$ cat config.mk
export PLATFORM = sky130hd
export DESIGN_NAME = ppw_top
export DESIGN_NICKNAME = d
export VERILOG_FILES = /design/src/logic/ppw_pkg.sv /design/src/logic/ppw_sync.sv /design/src/logic/ppw_wake.sv /design/src/logic/ppw_top.sv
export VERILOG_INCLUDE_DIRS = /design/src /design/src/logic
export SDC_FILE = /design/constraint.sdc
export NUM_CORES = 1
export LEC_CHECK = 0
export BUFFER_PORTS_ARGS = -buffer_cell sky130_fd_sc_hd__clkbuf_2
export CORE_AREA = 2 2 105 107
export DETAILED_ROUTE_END_ITERATION = 16
export DIE_AREA = 0 0 107 109
export PLACE_DENSITY = 0.83
export RECOVER_POWER = 50
export SYNTH_ARGS = -nofsm -noshare
export SYNTH_HDL_FRONTEND = slang
export SYNTH_SLANG_ARGS = --single-unit
export TNS_END_PERCENT = 20
$ cat constraint.sdc
create_clock -name clk_i -period 2 [get_ports clk_i]
set_clock_uncertainty 0.1 [all_clocks]
set_input_delay 0.2 -clock clk_i [delete_from_list [all_inputs] [get_ports clk_i]]
set_output_delay 0.2 -clock clk_i [all_outputs]
set_load 0.05 [all_outputs]
$ cat src/logic/ppw_consts.svh
// Offsets, field positions, reset values and timing counts of the power management block
`ifndef PPW_CONSTS_SVH
`define PPW_CONSTS_SVH
`define PPW_ADR_CFG 4'h0
`define PPW_ADR_STAT 4'h1
`define PPW_ADR_AUX 4'h2
`define PPW_ADR_INTR 4'h3
`define PPW_ADR_ENA 4'h4
`define PPW_ADR_IDENT 4'h5
`define PPW_ADR_CMN 4'h6
`define PPW_ADR_MODE 4'h7
`define PPW_CFG_WAKE_OUTPUT_DISABLE 0
`define PPW_CFG_WAKE_OUTPUT_POLARITY 1
`define PPW_CFG_WAKE_OE 2
`define PPW_CFG_BEACON_DIS 3
`define PPW_INT_PM 0
`define PPW_INT_LEGACY 1
`define PPW_INT_MSI 2
`define PPW_INT_W 3
`define PPW_CFG_RST 4'h0
`define PPW_AUX_FORCE 2'h3
`define PPW_PME_HOLD_NS 100
`define PPW_CLK_MHZ 200
`endif

$ cat src/logic/ppw_pkg.sv
// Types shared by the power management block
package ppw_pkg;
	typedef enum logic [1:0] {
		PPW_D0,
		PPW_D1,
		PPW_D2,
		PPW_D3
	} ppw_dstate_t;
	typedef enum logic [1:0] {
		PPW_W_IDLE,
		PPW_W_PME,
		PPW_W_HOLD
	} ppw_wst_t;
endpackage

$ cat src/logic/ppw_sync.sv
// Two flip-flop synchroniser for pin level inputs
`timescale 1ns/1ps
module ppw_sync #(
	parameter int W = 1
) (
	input wire logic clk_i,
	input wire logic rst_i,
	input wire logic [W-1:0] d_i,
	output logic [W-1:0] q_o
);
	typedef struct packed {
		logic [W-1:0] s1;
		logic [W-1:0] s2;
	} ppw_sync_st_t;
	ppw_sync_st_t st;
	ppw_sync_st_t next_st;
	always_comb begin
		next_st.s1 = d_i;
		next_st.s2 = st.s1;
		if (rst_i) begin
			next_st = '0;
		end
	end
	always_ff @(posedge clk_i) begin
		st <= next_st;
	end
	assign q_o = st.s2;
endmodule // ppw_sync

$ cat src/logic/ppw_wake.sv
// Wake pin driver: polarity, drive scheme and disable
`timescale 1ns/1ps
`include "ppw_consts.svh"
module ppw_wake (
	input wire logic clk_i,
	input wire logic rst_i,
	input wire logic req_i,
	input wire logic dis_i,
	input wire logic pol_i,
	input wire logic oe_mode_i,
	output logic wake_out_o,
	output logic wake_oe_o
);
	typedef struct packed {
		logic out;
		logic oe;
	} ppw_wake_st_t;
	ppw_wake_st_t st;
	ppw_wake_st_t next_st;
	logic act;
	always_comb begin
		act = req_i & ~dis_i;
		next_st.out = act ? pol_i : ~pol_i;
		// Open-drain style drives only while asserting; push-pull drives always
		next_st.oe = oe_mode_i ? 1'b1 : act;
		if (rst_i) begin
			next_st.out = 1'b0;
			next_st.oe = 1'b0;
		end
	end
	always_ff @(posedge clk_i) begin
		st <= next_st;
	end
	assign wake_out_o = st.out;
	assign wake_oe_o = st.oe;
endmodule // ppw_wake

$ cat src/logic/ppw_top.sv
// Power management, wake and interrupt reception around the PCIe controller
// Functional notes
// - RC legacy interrupt raises CPU interrupt line
// - RC MSI message triggers write to programmed address
// - Support D0, D1 and D3 power states
// - State changes never alter switch core automatically
// - Aux config 3 advertises PME from D3cold
// - Readable power state; change sets sticky bit
// - Enable gates interrupt; identify nonzero means active
// - PME only with PME enable and power-down
// - Outbound bus or DMA request triggers PME
// - Enabled interrupt change triggers PME unless disabled
// - D3 sends beacon, or wake pin when beacon disabled
// - Wake disable, polarity and drive configurable
`timescale 1ns/1ps
`include "ppw_consts.svh"
module ppw_top
	import ppw_pkg::*;
#(
	parameter int AW = 32
) (
	input wire logic clk_i,
	input wire logic rst_i,
	input wire logic wb_cyc_i,
	input wire logic wb_stb_i,
	input wire logic wb_we_i,
	input wire logic [5:0] wb_adr_i,
	input wire logic [3:0] wb_sel_i,
	input wire logic [31:0] wb_dat_i,
	output logic [31:0] wb_dat_o,
	output logic wb_ack_o,
	input wire logic rc_mode_i,
	input wire logic [1:0] current_power_state_field_i,
	input wire logic pme_en_i,
	input wire logic legacy_irq_rx_i,
	input wire logic msi_rx_i,
	input wire logic [AW-1:0] msi_addr_i,
	input wire logic [31:0] msi_data_i,
	output logic msi_wr_o,
	output logic [AW-1:0] msi_wr_addr_o,
	output logic [31:0] msi_wr_data_o,
	input wire logic msi_wr_done_i,
	input wire logic system_bus_master_req_i,
	input wire logic dma_req_i,
	input wire logic [2:0] out_irq_i,
	input wire logic [2:0] out_irq_ena_i,
	output logic pme_o,
	output logic aux_pme_d3cold_o,
	output logic beacon_o,
	output logic wake_out_o,
	output logic wake_oe_o,
	output logic irq_o
);
	localparam int HOLD_CYC = (`PPW_PME_HOLD_NS * `PPW_CLK_MHZ + 999) / 1000;
	localparam logic [7:0] HOLD_LAST = 8'(HOLD_CYC - 1);
	typedef struct packed {
		logic ack;
		logic [31:0] rdata;
		logic [3:0] cfg;
		logic [1:0] aux;
		logic [`PPW_INT_W-1:0] sticky;
		logic [`PPW_INT_W-1:0] ena;
		logic pme_on_irq_change_disable;
		logic [1:0] current_power_state_field;
		logic [2:0] irq_prev;
		logic req_prev;
		logic legacy_prev;
		logic msi_prev;
		logic msi_wr;
		logic [AW-1:0] msi_wr_addr;
		logic [31:0] msi_wr_data;
		ppw_wst_t wst;
		logic [7:0] hold;
	} ppw_st_t;
	ppw_st_t st;
	ppw_st_t next_st;
	logic [1:0] pm_sync;
	logic legacy_sync;
	logic wake_req;
	logic in_d3;
	logic power_down;
	logic pme_trig;
	logic [`PPW_INT_W-1:0] set_ev;
	logic [`PPW_INT_W-1:0] clr_ev;
	logic [`PPW_INT_W-1:0] pcie_active_irq_sources;
	logic wr_hit;
	logic [3:0] word;
	logic [7:0] lane;
	logic req_any;

	// Apply byte enables to the low byte of a register
	function automatic logic [7:0] ppw_lane0(
		input logic [7:0] old,
		input logic [31:0] d,
		input logic [3:0] sel
	);
		ppw_lane0 = sel[0] ? d[7:0] : old;
	endfunction

	// Level seen now but not in the previous cycle
	function automatic logic ppw_rise(
		input logic now,
		input logic prev
	);
		ppw_rise = now & ~prev;
	endfunction

	// State and legacy level come from the controller's own clock

	ppw_sync #(.W(2)) u_pm_sync (
		.clk_i(clk_i),
		.rst_i(rst_i),
		.d_i(current_power_state_field_i),
		.q_o(pm_sync)
	);
	ppw_sync #(.W(1)) u_leg_sync (
		.clk_i(clk_i),
		.rst_i(rst_i),
		.d_i(legacy_irq_rx_i),
		.q_o(legacy_sync)
	);

	always_comb begin
		word = wb_adr_i[5:2];
		wr_hit = wb_cyc_i & wb_stb_i & wb_we_i & ~st.ack;
		lane = 8'h0;
		req_any = system_bus_master_req_i | dma_req_i;
		in_d3 = st.current_power_state_field == 2'(PPW_D3);
		power_down = st.current_power_state_field != 2'(PPW_D0);
		set_ev = '0;
		set_ev[`PPW_INT_PM] = pm_sync != st.current_power_state_field;
		set_ev[`PPW_INT_LEGACY] = rc_mode_i & ppw_rise(legacy_sync, st.legacy_prev);
		set_ev[`PPW_INT_MSI] = rc_mode_i & ppw_rise(msi_rx_i, st.msi_prev);
		clr_ev = '0;
		if (wr_hit && word == `PPW_ADR_INTR && wb_sel_i[0]) begin
			clr_ev = wb_dat_i[`PPW_INT_W-1:0];
		end
		pcie_active_irq_sources = st.sticky & st.ena;
		// Edge based triggers, so a request held high asks for one PME only
		pme_trig = ppw_rise(req_any, st.req_prev)
			| ((|((out_irq_i ^ st.irq_prev) & out_irq_ena_i))
			& ~st.pme_on_irq_change_disable);
		next_st = st;
		next_st.ack = wb_cyc_i & wb_stb_i & ~st.ack;
		next_st.rdata = '0;
		if (wb_cyc_i && wb_stb_i && !wb_we_i && !st.ack) begin
			case (word)
				`PPW_ADR_CFG: next_st.rdata[3:0] = st.cfg;
				`PPW_ADR_STAT: next_st.rdata[1:0] = st.current_power_state_field;
				`PPW_ADR_AUX: next_st.rdata[1:0] = st.aux;
				`PPW_ADR_INTR: next_st.rdata[`PPW_INT_W-1:0] = st.sticky;
				`PPW_ADR_ENA: next_st.rdata[`PPW_INT_W-1:0] = st.ena;
				`PPW_ADR_IDENT: next_st.rdata[`PPW_INT_W-1:0] = pcie_active_irq_sources;
				`PPW_ADR_CMN: next_st.rdata[0] = st.pme_on_irq_change_disable;
				`PPW_ADR_MODE: next_st.rdata[0] = rc_mode_i;
				default: next_st.rdata = '0;
			endcase
		end
		if (wr_hit) begin
			case (word)
				`PPW_ADR_CFG: begin
					lane = ppw_lane0({4'h0, st.cfg}, wb_dat_i, wb_sel_i);
					next_st.cfg = lane[3:0];
				end
				`PPW_ADR_AUX: begin
					lane = ppw_lane0({6'h0, st.aux}, wb_dat_i, wb_sel_i);
					next_st.aux = lane[1:0];
				end
				`PPW_ADR_ENA: begin
					lane = ppw_lane0({5'h0, st.ena}, wb_dat_i, wb_sel_i);
					next_st.ena = lane[`PPW_INT_W-1:0];
				end
				`PPW_ADR_CMN: begin
					lane = ppw_lane0({7'h0, st.pme_on_irq_change_disable}, wb_dat_i, wb_sel_i);
					next_st.pme_on_irq_change_disable = lane[0];
				end
				default: next_st.cfg = st.cfg;
			endcase
		end
		// Set wins over a write-one clear in the same cycle
		next_st.sticky = (st.sticky & ~clr_ev) | set_ev;
		next_st.current_power_state_field = pm_sync;
		next_st.irq_prev = out_irq_i;
		next_st.req_prev = req_any;
		next_st.legacy_prev = legacy_sync;
		next_st.msi_prev = msi_rx_i;
		// Forward a received MSI as a memory write to its programmed address
		// A new message while the write is still pending is dropped
		if (rc_mode_i && ppw_rise(msi_rx_i, st.msi_prev) && !st.msi_wr) begin
			next_st.msi_wr = 1'b1;
			next_st.msi_wr_addr = msi_addr_i;
			next_st.msi_wr_data = msi_data_i;
		end else if (st.msi_wr && msi_wr_done_i) begin
			next_st.msi_wr = 1'b0;
		end
		case (st.wst)
			PPW_W_IDLE: begin
				if (!rc_mode_i && pme_en_i && power_down && pme_trig) begin
					next_st.wst = PPW_W_PME;
				end
			end
			// Hold keeps a burst of triggers from flooding the link with PMEs
			PPW_W_PME: begin
				next_st.wst = PPW_W_HOLD;
				next_st.hold = HOLD_LAST;
			end
			PPW_W_HOLD: begin
				if (st.hold == 8'h0) begin
					next_st.wst = PPW_W_IDLE;
				end else begin
					next_st.hold = st.hold - 8'h1;
				end
			end
			default: next_st.wst = PPW_W_IDLE;
		endcase
		if (rst_i) begin
			next_st = '0;
			next_st.cfg = `PPW_CFG_RST;
			next_st.wst = PPW_W_IDLE;
		end
	end

	always_ff @(posedge clk_i) begin
		st <= next_st;
	end

	// Wake request stands while a PME is sent and through its hold time, in D3 with beacon disabled
	assign wake_req = (st.wst != PPW_W_IDLE) & in_d3 & st.cfg[`PPW_CFG_BEACON_DIS];

	ppw_wake u_wake (
		.clk_i(clk_i),
		.rst_i(rst_i),
		.req_i(wake_req),
		.dis_i(st.cfg[`PPW_CFG_WAKE_OUTPUT_DISABLE]),
		.pol_i(st.cfg[`PPW_CFG_WAKE_OUTPUT_POLARITY]),
		.oe_mode_i(st.cfg[`PPW_CFG_WAKE_OE]),
		.wake_out_o(wake_out_o),
		.wake_oe_o(wake_oe_o)
	);

	assign wb_ack_o = st.ack;
	assign wb_dat_o = st.rdata;
	assign msi_wr_o = st.msi_wr;
	assign msi_wr_addr_o = st.msi_wr_addr;
	assign msi_wr_data_o = st.msi_wr_data;
	assign pme_o = st.wst == PPW_W_PME;
	assign aux_pme_d3cold_o = ~rc_mode_i & (st.aux == `PPW_AUX_FORCE);
	assign beacon_o = in_d3 & ~rc_mode_i & ~st.cfg[`PPW_CFG_BEACON_DIS];
	// Only an interrupt; switch core is not touched by state changes
	assign irq_o = |pcie_active_irq_sources;
endmodule // ppw_top

==> results.txt, run 1 <==
Peak supply drop: 0.475 mV
WS Path Type: flop to flop
Gr usage total: 19.6%
Worst-Skew Late Latency: 360 ps
Nets: 881
Fin crit share: 92.3%
WP buf/inv: 1
RSZ-0062 raised after global routing: no
Initial antenna violation count: 0
Via count: 4251
Max Clk Rate: 542 MHz
CP Depth: 6
Final cell utilization of the core: 57.8%
Critical path's top delay family: simple AND/OR/NAND/NOR gates
Post-route setup TNS: 0 ps
HPWL after detailed placement: 7.04 mm
Initial Util: 46.0%
Drt total wl: 11.9 mm
Total Power: 0.00440 W
Cells after synthesis: 586
CTS Buf Count: 9
Worst Hold Class: primary input to flop
Worst-path cell chain: inv_1 > ha_1 > nor3b_2 > a21o_1 > or4_1 > a21oi_1
Seq cells post-synth: 109
Most common flop cell mapped by yosys: dfxtp_1
Fraction of layout cells with a size suffix above 1: 16.2%
Rows: 38
RD Place Congestion: 0.827
Num ports: 230
Final number of setup-violating endpoints: 0
EDFF count, synth: 0
Clock sink count: 109
DR pass1 iterations: 4
Antenna-violating nets left: 0
# diodes: 0
Vias in the first global route: 3957
Avg Vias per Cell: 4.74
Status: finished clean
Ys async rst share: 0%
Drt first-iter violations: 353
CTS tree: done
First-pass GRT wire length: 18.4 mm
Post_cts resized: 0
Pwr Density: 719 nW/um2
Crit path time final: 1850 ps
Yosys cell types: 51
Commonest non-fill, non-tap cell in the layout: nand2_1
Synth warn: 0
Clock-pin slew on the worst setup and hold paths: 110 ps
WHS Path Cells: 3
Final Max Tran Viols: 0
DIE WIDTH: 107 um
Hold Fails Final Rpt: 0
Most frequent cells in the layout: nand2_1, dfxtp_1, clkbuf_2
Grt total ovfl: 0
Max FO, Critical Path: 7
DR WL/cell: 13.3 um
Clk buf depth: 2
Worst reg2reg path depth: 6
Core box area: 10600 um2
Port bufs: 168
R2R setup slack: 150 ps
Synth-to-Final Area Change: 25.6%
Critical path launch point type: flop
Worst setup EP type: flop
Synth Area per Inst: 8.32 um2
Actual slew at the worst max-slew pin: 852 ps
WHS: 57.6 ps
Die area: 11700 um2
Leakage power: 2.53 nW
Number of remaining DRC errors: 0
Clock Tree Root: clkbuf_8
WP data arrival: 2050 ps
H-tree levels: 3
Die H: 109 um
Register area share after synthesis: 44.8%
Largest net degree at the start of global routing: 66
Worst path required time: 2210 ps
Filler Cell Count: 917
CP max stage delay: 470 ps
Maxcap violations: 0
Synthesized cell area: 4870 um2
Slew HR: 43.2%
Slowest CP cell: or4_1
-- routing by layer --
layer  up-vias  GRT usage, %  share of wire, %
met3        35          3.77               5.6
met4         0          9.93               3.1
met5         -             0                 0
li1       2132             -                 -
met2       160          33.9                49
met1      1924          23.3                42
-- kinds of logic (layout without fill, tap and decap cells) --
group,after synthesis,count (layout),share of synthesized area (%)
xor gates and xnor gates,10,10,1.80
DFF,109,109,44.8
AOI/OAI and AO/OA,94,94,11.3
adders and majority gates,2,2,0.513
buffers and inverters,132,276,17.8
muxes,13,13,2.72
and+or+nand+nor,225,225,21.1
other,1,28,0.0769
-- worst register-to-register path: cells and delay by family (launching register included) --
family                   cells  cell delay [ps]
AO/OA/AOI/OAI                2              370
buffers and inverters        1               80
flip-flops                   1              380
adder cells (fa/ha/maj)      1              190
AND/OR/NAND/NOR              2              660
-- cell type report --
class / count / area [um2] / share of cell area [%]
Clock buffer: 9 / 124 / 2.02
Clock inverter: 6 / 57.6 / 0.940
Inverter: 7 / 26.3 / 0.429
Multi-Input combinational cell: 372 / 1930 / 31.6
Sequential cell: 109 / 2180 / 35.6
Tap cell: 140 / 175 / 2.86
Timing Repair Buffer: 254 / 1630 / 26.5
-- cells in the mapped netlist, types with 2 or more instances --
library cell / n / area, um2
mux2i_1: 11 / 110
o21a_1: 2 / 15.0
ha_1: 2 / 25.0
a22oi_1: 2 / 15.0
clkbuf_1: 19 / 71.3
nand2_1: 136 / 510
a221oi_1: 2 / 17.5
mux2_2: 2 / 22.5
nor2_1: 34 / 128
nand3_1: 2 / 10.0
nor2b_1: 16 / 100
a21o_1: 2 / 15.0
a31oi_1: 2 / 12.5
a222oi_1: 2 / 20.0
nand4_1: 3 / 18.8
nor4b_1: 3 / 26.3
a21oi_1: 70 / 350
nor4_1: 3 / 18.8
dfxtp_1: 109 / 2180
a211oi_1: 3 / 22.5
nand2b_1: 7 / 43.8
xor2_1: 6 / 52.6
inv_1: 7 / 26.3
or3_1: 2 / 12.5
nand3b_1: 4 / 30.0
clkbuf_2: 2 / 10.0
buf_4: 96 / 721
nor3_1: 4 / 20.0
buf_2: 7 / 35.0
a311oi_1: 2 / 17.5
xnor2_1: 4 / 35.0
-- stage by stage --
stage	setup slack [ps]	area [um2]	std cells
floorplan	225	4970	613
global placement	215	5240	802
detailed placement	166	5240	802
CTS	157	6220	897
global route	55.2	6120	897
finish	155	6120	897
-- timing repair --
action                                 CTS  global route
hold buffers                            80             0
setup buffers                            0             0
endpoints found under the hold margin   78             0
-- sequential cells by signal, summed over array words and instances, names as in the netlist --
name	cells
msi_wr_addr_o	32
msi_wr_data_o	32
st	31
wb_dat_o	4
u_pm_sync.q_o	2
u_pm_sync.st	2
msi_wr_o	1
u_leg_sync.q_o	1
u_leg_sync.st	1
u_wake.wake_oe_o	1
u_wake.wake_out_o	1
wb_ack_o	1
-- worst paths after layout --
path	start	to
worst max-delay path	st[0]	st[6]
worst min-delay path	wb_dat_i[1]	st[91]
worst max register to register	st[0]	st[6]
worst min register to register	u_pm_sync.st[2]	u_pm_sync.q_o[0]
-- power by group --
part / switching (W) / internal (W)
Clock: 0.000797 / 0.000476
Combinational: 0.000565 / 0.000276
Sequential: 0.0000414 / 0.00225
Total: 0.00140 / 0.00300
Note: power is estimated with default switching activity, not from simulation.
==> inputs of run 2 (changes only) <==
--- a/config.mk
+++ b/config.mk
@@ -10,7 +10,7 @@
 export CORE_AREA = 2 2 105 107
 export DETAILED_ROUTE_END_ITERATION = 16
 export DIE_AREA = 0 0 107 109
-export PLACE_DENSITY = 0.83
+export PLACE_DENSITY = 0.78
 export RECOVER_POWER = 50
 export SYNTH_ARGS = -nofsm -noshare
 export SYNTH_HDL_FRONTEND = slang
==> run 2 against run 1 <==
Against the previous run:
- cell count decreased by 0.11%
- critical path depth stayed put
- first-iteration DRC count down 10%
- sequential power about the same
- sequential cell count unchanged
- global-route usage is 0.15 points higher
- maximum frequency down 0.25%
- hold slack worse by 27 ps
- register-to-register slack about the same
- count of clock-buffer cells in the layout unchanged
- non-clock buffer count down 2
- clock power grew 9%
- critical path type unchanged
- largest power group unchanged
==> results.txt, run 2 (synthesized netlist as in run 1, its figures left out) <==
Max Clk Rate: 541 MHz
Final worst setup slack: 150 ps
Setup Fix Bufs, Post-CTS: 0
Clock Tree Root: clkbuf_8
Worst setup EP type: flop
Fraction of layout cells with a size suffix above 1: 16.0%
Drt total wl: 12.1 mm
Pwr Density: 737 nW/um2
Origin of the critical flop-to-flop path: st[0]
WS Path Type: flop to flop
R2R setup slack: 150 ps
CTS Buf Count: 9
Die H: 109 um
Largest net degree at the start of global routing: 66
Commonest non-fill, non-tap cell in the layout: nand2_1
Worst-Skew Late Latency: 370 ps
Clock-pin slew on the worst setup and hold paths: 110 ps
Leakage power: 2.52 nW
Critical path's top delay family: simple AND/OR/NAND/NOR gates
Nets: 879
Rows: 38
Core box area: 10600 um2
Final number of setup-violating endpoints: 0
DR WL/cell: 13.5 um
Initial Util: 46.0%
Crit path time final: 1850 ps
Slowest CP cell: or4_1
Grt total ovfl: 0
Drt first-iter violations: 316
Final Max Tran Viols: 0
Maxcap violations: 0
Post-route setup TNS: 0 ps
# diodes: 0
Fin crit share: 92.5%
Worst path required time: 2210 ps
Clk buf depth: 2
Pre-CTS WS: 163 ps
Die area: 11700 um2
Slew HR: 24.4%
Worst setup path end: st[6]
Avg Vias per Cell: 4.88
Status: finished clean
Worst-path cell chain: inv_1 > ha_1 > nor3b_2 > a21o_1 > or4_1 > a21oi_1
Most frequent cells in the layout: nand2_1, dfxtp_1, clkbuf_2
Critical path launch point type: flop
Num ports: 230
Vias in the first global route: 4243
WP buf/inv: 1
Max FO, Critical Path: 7
Initial antenna violation count: 0
Filler Cell Count: 926
First-pass GRT wire length: 18.7 mm
CP Depth: 6
RD Place Congestion: 0.849
H-tree levels: 3
Number of remaining DRC errors: 0
Reg-to-reg endpoint: st[6]
Worst reg2reg path depth: 6
Synth-to-Final Area Change: 25.3%
Via count: 4370
DR pass1 iterations: 4
DIE WIDTH: 107 um
WP data arrival: 2060 ps
Port bufs: 168
CP max stage delay: 470 ps
HPWL after detailed placement: 7.43 mm
Gr usage total: 19.8%
Crit path from: st[0]
Hold Fails Final Rpt: 0
Actual slew at the worst max-slew pin: 1130 ps
Worst Hold Class: primary input to flop
RSZ-0062 raised after global routing: no
Clock sink count: 109
CTS tree: done
Antenna-violating nets left: 0
Peak supply drop: 0.475 mV
## run 2: worst min path at each step
stage                     from                 to  depth (start not counted)
2_1_floorplan      wb_dat_i[2]             st[89]                          1
3_3_place_gp    msi_addr_i[19]  msi_wr_addr_o[19]                          3
3_5_place_dp   u_pm_sync.st[2]   u_pm_sync.q_o[0]                          1
4_1_cts            wb_dat_i[0]             st[87]                          2
5_1_grt            wb_dat_i[0]             st[87]                          2
6_report           wb_dat_i[0]             st[87]                          2
## run 2: area by class of cell
cell class              count  area (um2)  area share, %
flip-flops and latches    109        2180           35.7
multi-input cells         372        1930           31.6
repair buffers            252        1590           26.0
well taps                 140         175           2.87
clock buffers               9         124           2.03
clock inverters             7        81.3           1.33
inverters                   7        26.3          0.430
## run 2: through the flow
step                      hold WS (ps)  power, W  std cells  area, um2  util [%]
final                             30.5   0.00450        896       6110      57.6
after global routing              41.3   0.00471        896       6110      57.6
after CTS                         5.27   0.00455        896       6210      58.5
after detailed placement           320   0.00305        801       5210      49.1
after global placement             323   0.00303        801       5210      49.1
after floorplan                    209   0.00296        613       4970         -
## run 2: power breakdown
group	leakage (nW)	internal (W)	switching, W
logic	1.53	0.000268	0.000563
registers	0.888	0.00225	0.0000436
clock network	0.107	0.000602	0.000779
total	2.52	0.00312	0.00139
## run 2: metal layers
| layer | global-route usage (%) | vias up | routed length [um] |
|---|---|---|---|
| met5 | 0 | - | 0 |
| met4 | 8.53 | 0 | 261 |
| met3 | 4.48 | 29 | 871 |
| met2 | 35.4 | 210 | 6160 |
| met1 | 22.7 | 2009 | 4780 |
| li1 | - | 2122 | - |
## run 2: repair_timing
action	CTS	global route
resized for setup	0	1
hold endpoints to repair	77	0
hold buffers	79	0
setup endpoints to repair	0	2
==> inputs of run 3 (changes only) <==
--- a/config.mk
+++ b/config.mk
@@ -6,7 +6,7 @@
 export SDC_FILE = /design/constraint.sdc
 export NUM_CORES = 1
 export LEC_CHECK = 0
-export BUFFER_PORTS_ARGS = -buffer_cell sky130_fd_sc_hd__clkbuf_2
+export BUFFER_PORTS_ARGS = -buffer_cell sky130_fd_sc_hd__buf_4
 export CORE_AREA = 2 2 105 107
 export DETAILED_ROUTE_END_ITERATION = 16
 export DIE_AREA = 0 0 107 109
==> run 3 against run 2 <==
Against the previous run:
- critical endpoint unchanged
- cell count is the same
- largest power group unchanged
- clock power shrank 4%
- worst setup slack lost 7.9 ps
==> results.txt, run 3 (synthesized netlist as in run 1, its figures left out) <==
Via count: 4267
Gr usage total: 20.2%
WS Path Type: flop to flop
WHS Path Cells: 3
Peak supply drop: 0.502 mV
Largest net degree at the start of global routing: 66
Final Max Tran Viols: 0
Hold Fails Final Rpt: 0
Commonest non-fill, non-tap cell in the layout: nand2_1
Max FO, Critical Path: 7
H-tree levels: 3
Critical path launch point type: flop
Most frequent cells in the layout: nand2_1, dfxtp_1, buf_4
Final number of setup-violating endpoints: 0
Worst setup EP type: flop
Nets: 880
Fin crit share: 92.9%
Crit path time final: 1860 ps
Port bufs: 168
Max Clk Rate: 538 MHz
Filler Cell Count: 939
CTS tree: done
WP data arrival: 2060 ps
Number of remaining DRC errors: 0
Worst-Skew Late Latency: 380 ps
Slew HR: 34.9%
RD Place Congestion: 0.824
Antenna-violating nets left: 0
Clock Tree Root: clkbuf_8
Grt total ovfl: 0
Die area: 11700 um2
Worst path required time: 2200 ps
DIE WIDTH: 107 um
CTS Buf Count: 9
Avg Vias per Cell: 4.76
# diodes: 0
Setup Fix Bufs, Post-CTS: 0
Die H: 109 um
Maxcap violations: 0
DR WL/cell: 13.7 um
Worst reg2reg path depth: 6
Clock-pin slew on the worst setup and hold paths: 100 ps
WHS: 44.3 ps
Actual slew at the worst max-slew pin: 976 ps
Worst Hold Class: primary input to flop
RSZ-0062 raised after global routing: no
Drt total wl: 12.3 mm
First-pass GRT wire length: 18.7 mm
Synth-to-Final Area Change: 30.1%
Clock sink count: 109
Leakage power: 2.58 nW
DR pass1 iterations: 4
Post-route setup TNS: 0 ps
Pwr Density: 709 nW/um2
Rows: 38
Drt first-iter violations: 257
Initial antenna violation count: 0
Status: finished clean
Clk buf depth: 2
Num ports: 230
HPWL after detailed placement: 7.75 mm
Fraction of layout cells with a size suffix above 1: 16.4%
Vias in the first global route: 4112
Initial Util: 46.0%
Core box area: 10600 um2
run 3: cell count changes in the layout (fill, tap and decap cells not counted), sizes merged:
cell and change:
buf +96, clkinvlp +3, inv -3, clkinv -2
clkbuf -94
run 3: power by group:
part           switching [W]  internal (W)  leakage (nW)
logic               0.000567      0.000320          1.61
clock network       0.000742      0.000577        0.0850
registers          0.0000414       0.00225         0.888
run 3: path summary, 6_finish.rpt:
path	slack, ps	end	startpoint
setup reg to reg	140	st[6]	st[0]
hold reg to reg	360	u_pm_sync.q_o[1]	u_pm_sync.st[3]
hold / removal	40	wb_ack_o	wb_stb_i
setup / recovery	140	st[6]	st[0]
run 3: per-layer routing:
layer	track usage (%)	share of wire [%]	vias to the layer above
met5	0	0	-
met4	9.93	3.3	0
met3	4.84	6.6	34
met1	22.3	39	1939
li1	-	-	2124
met2	36.4	51	170
run 3: area by class of cell:
cell class,count,area [um2],share of cell area (%)
tap,140,175,2.76
timing repair buffer,253,1840,29.0
clock inverter,5,61.3,0.967
sequential,109,2180,34.4
multi-input combinational,372,1930,30.5
inverter,7,26.3,0.414
clock buffer,10,128,2.01
run 3: worst max-delay path, stage by stage, from the launching register on:
cell	delay, ps
dfxtp_1	380
inv_1	80
ha_1	180
nor3b_2	200
a21o_1	230
or4_1	460
a21oi_1	160
run 3: through the flow:
stage,util (%),power (W),instance area (um2),setup slack (ps),instances
after detailed placement,53.2,0.00314,5640,160,802
after global placement,53.2,0.00312,5640,200,802
after floorplan,-,0.00296,4970,225,613
after CTS,62.4,0.00457,6620,118,896
final,59.8,0.00449,6340,142,896
after global routing,59.8,0.00468,6340,30.5,896
run 3: timing repair:
action                     CTS  global route
hold endpoints to repair    81             0
resized for setup            0             1
hold buffers                79             0
setup endpoints to repair    0             4
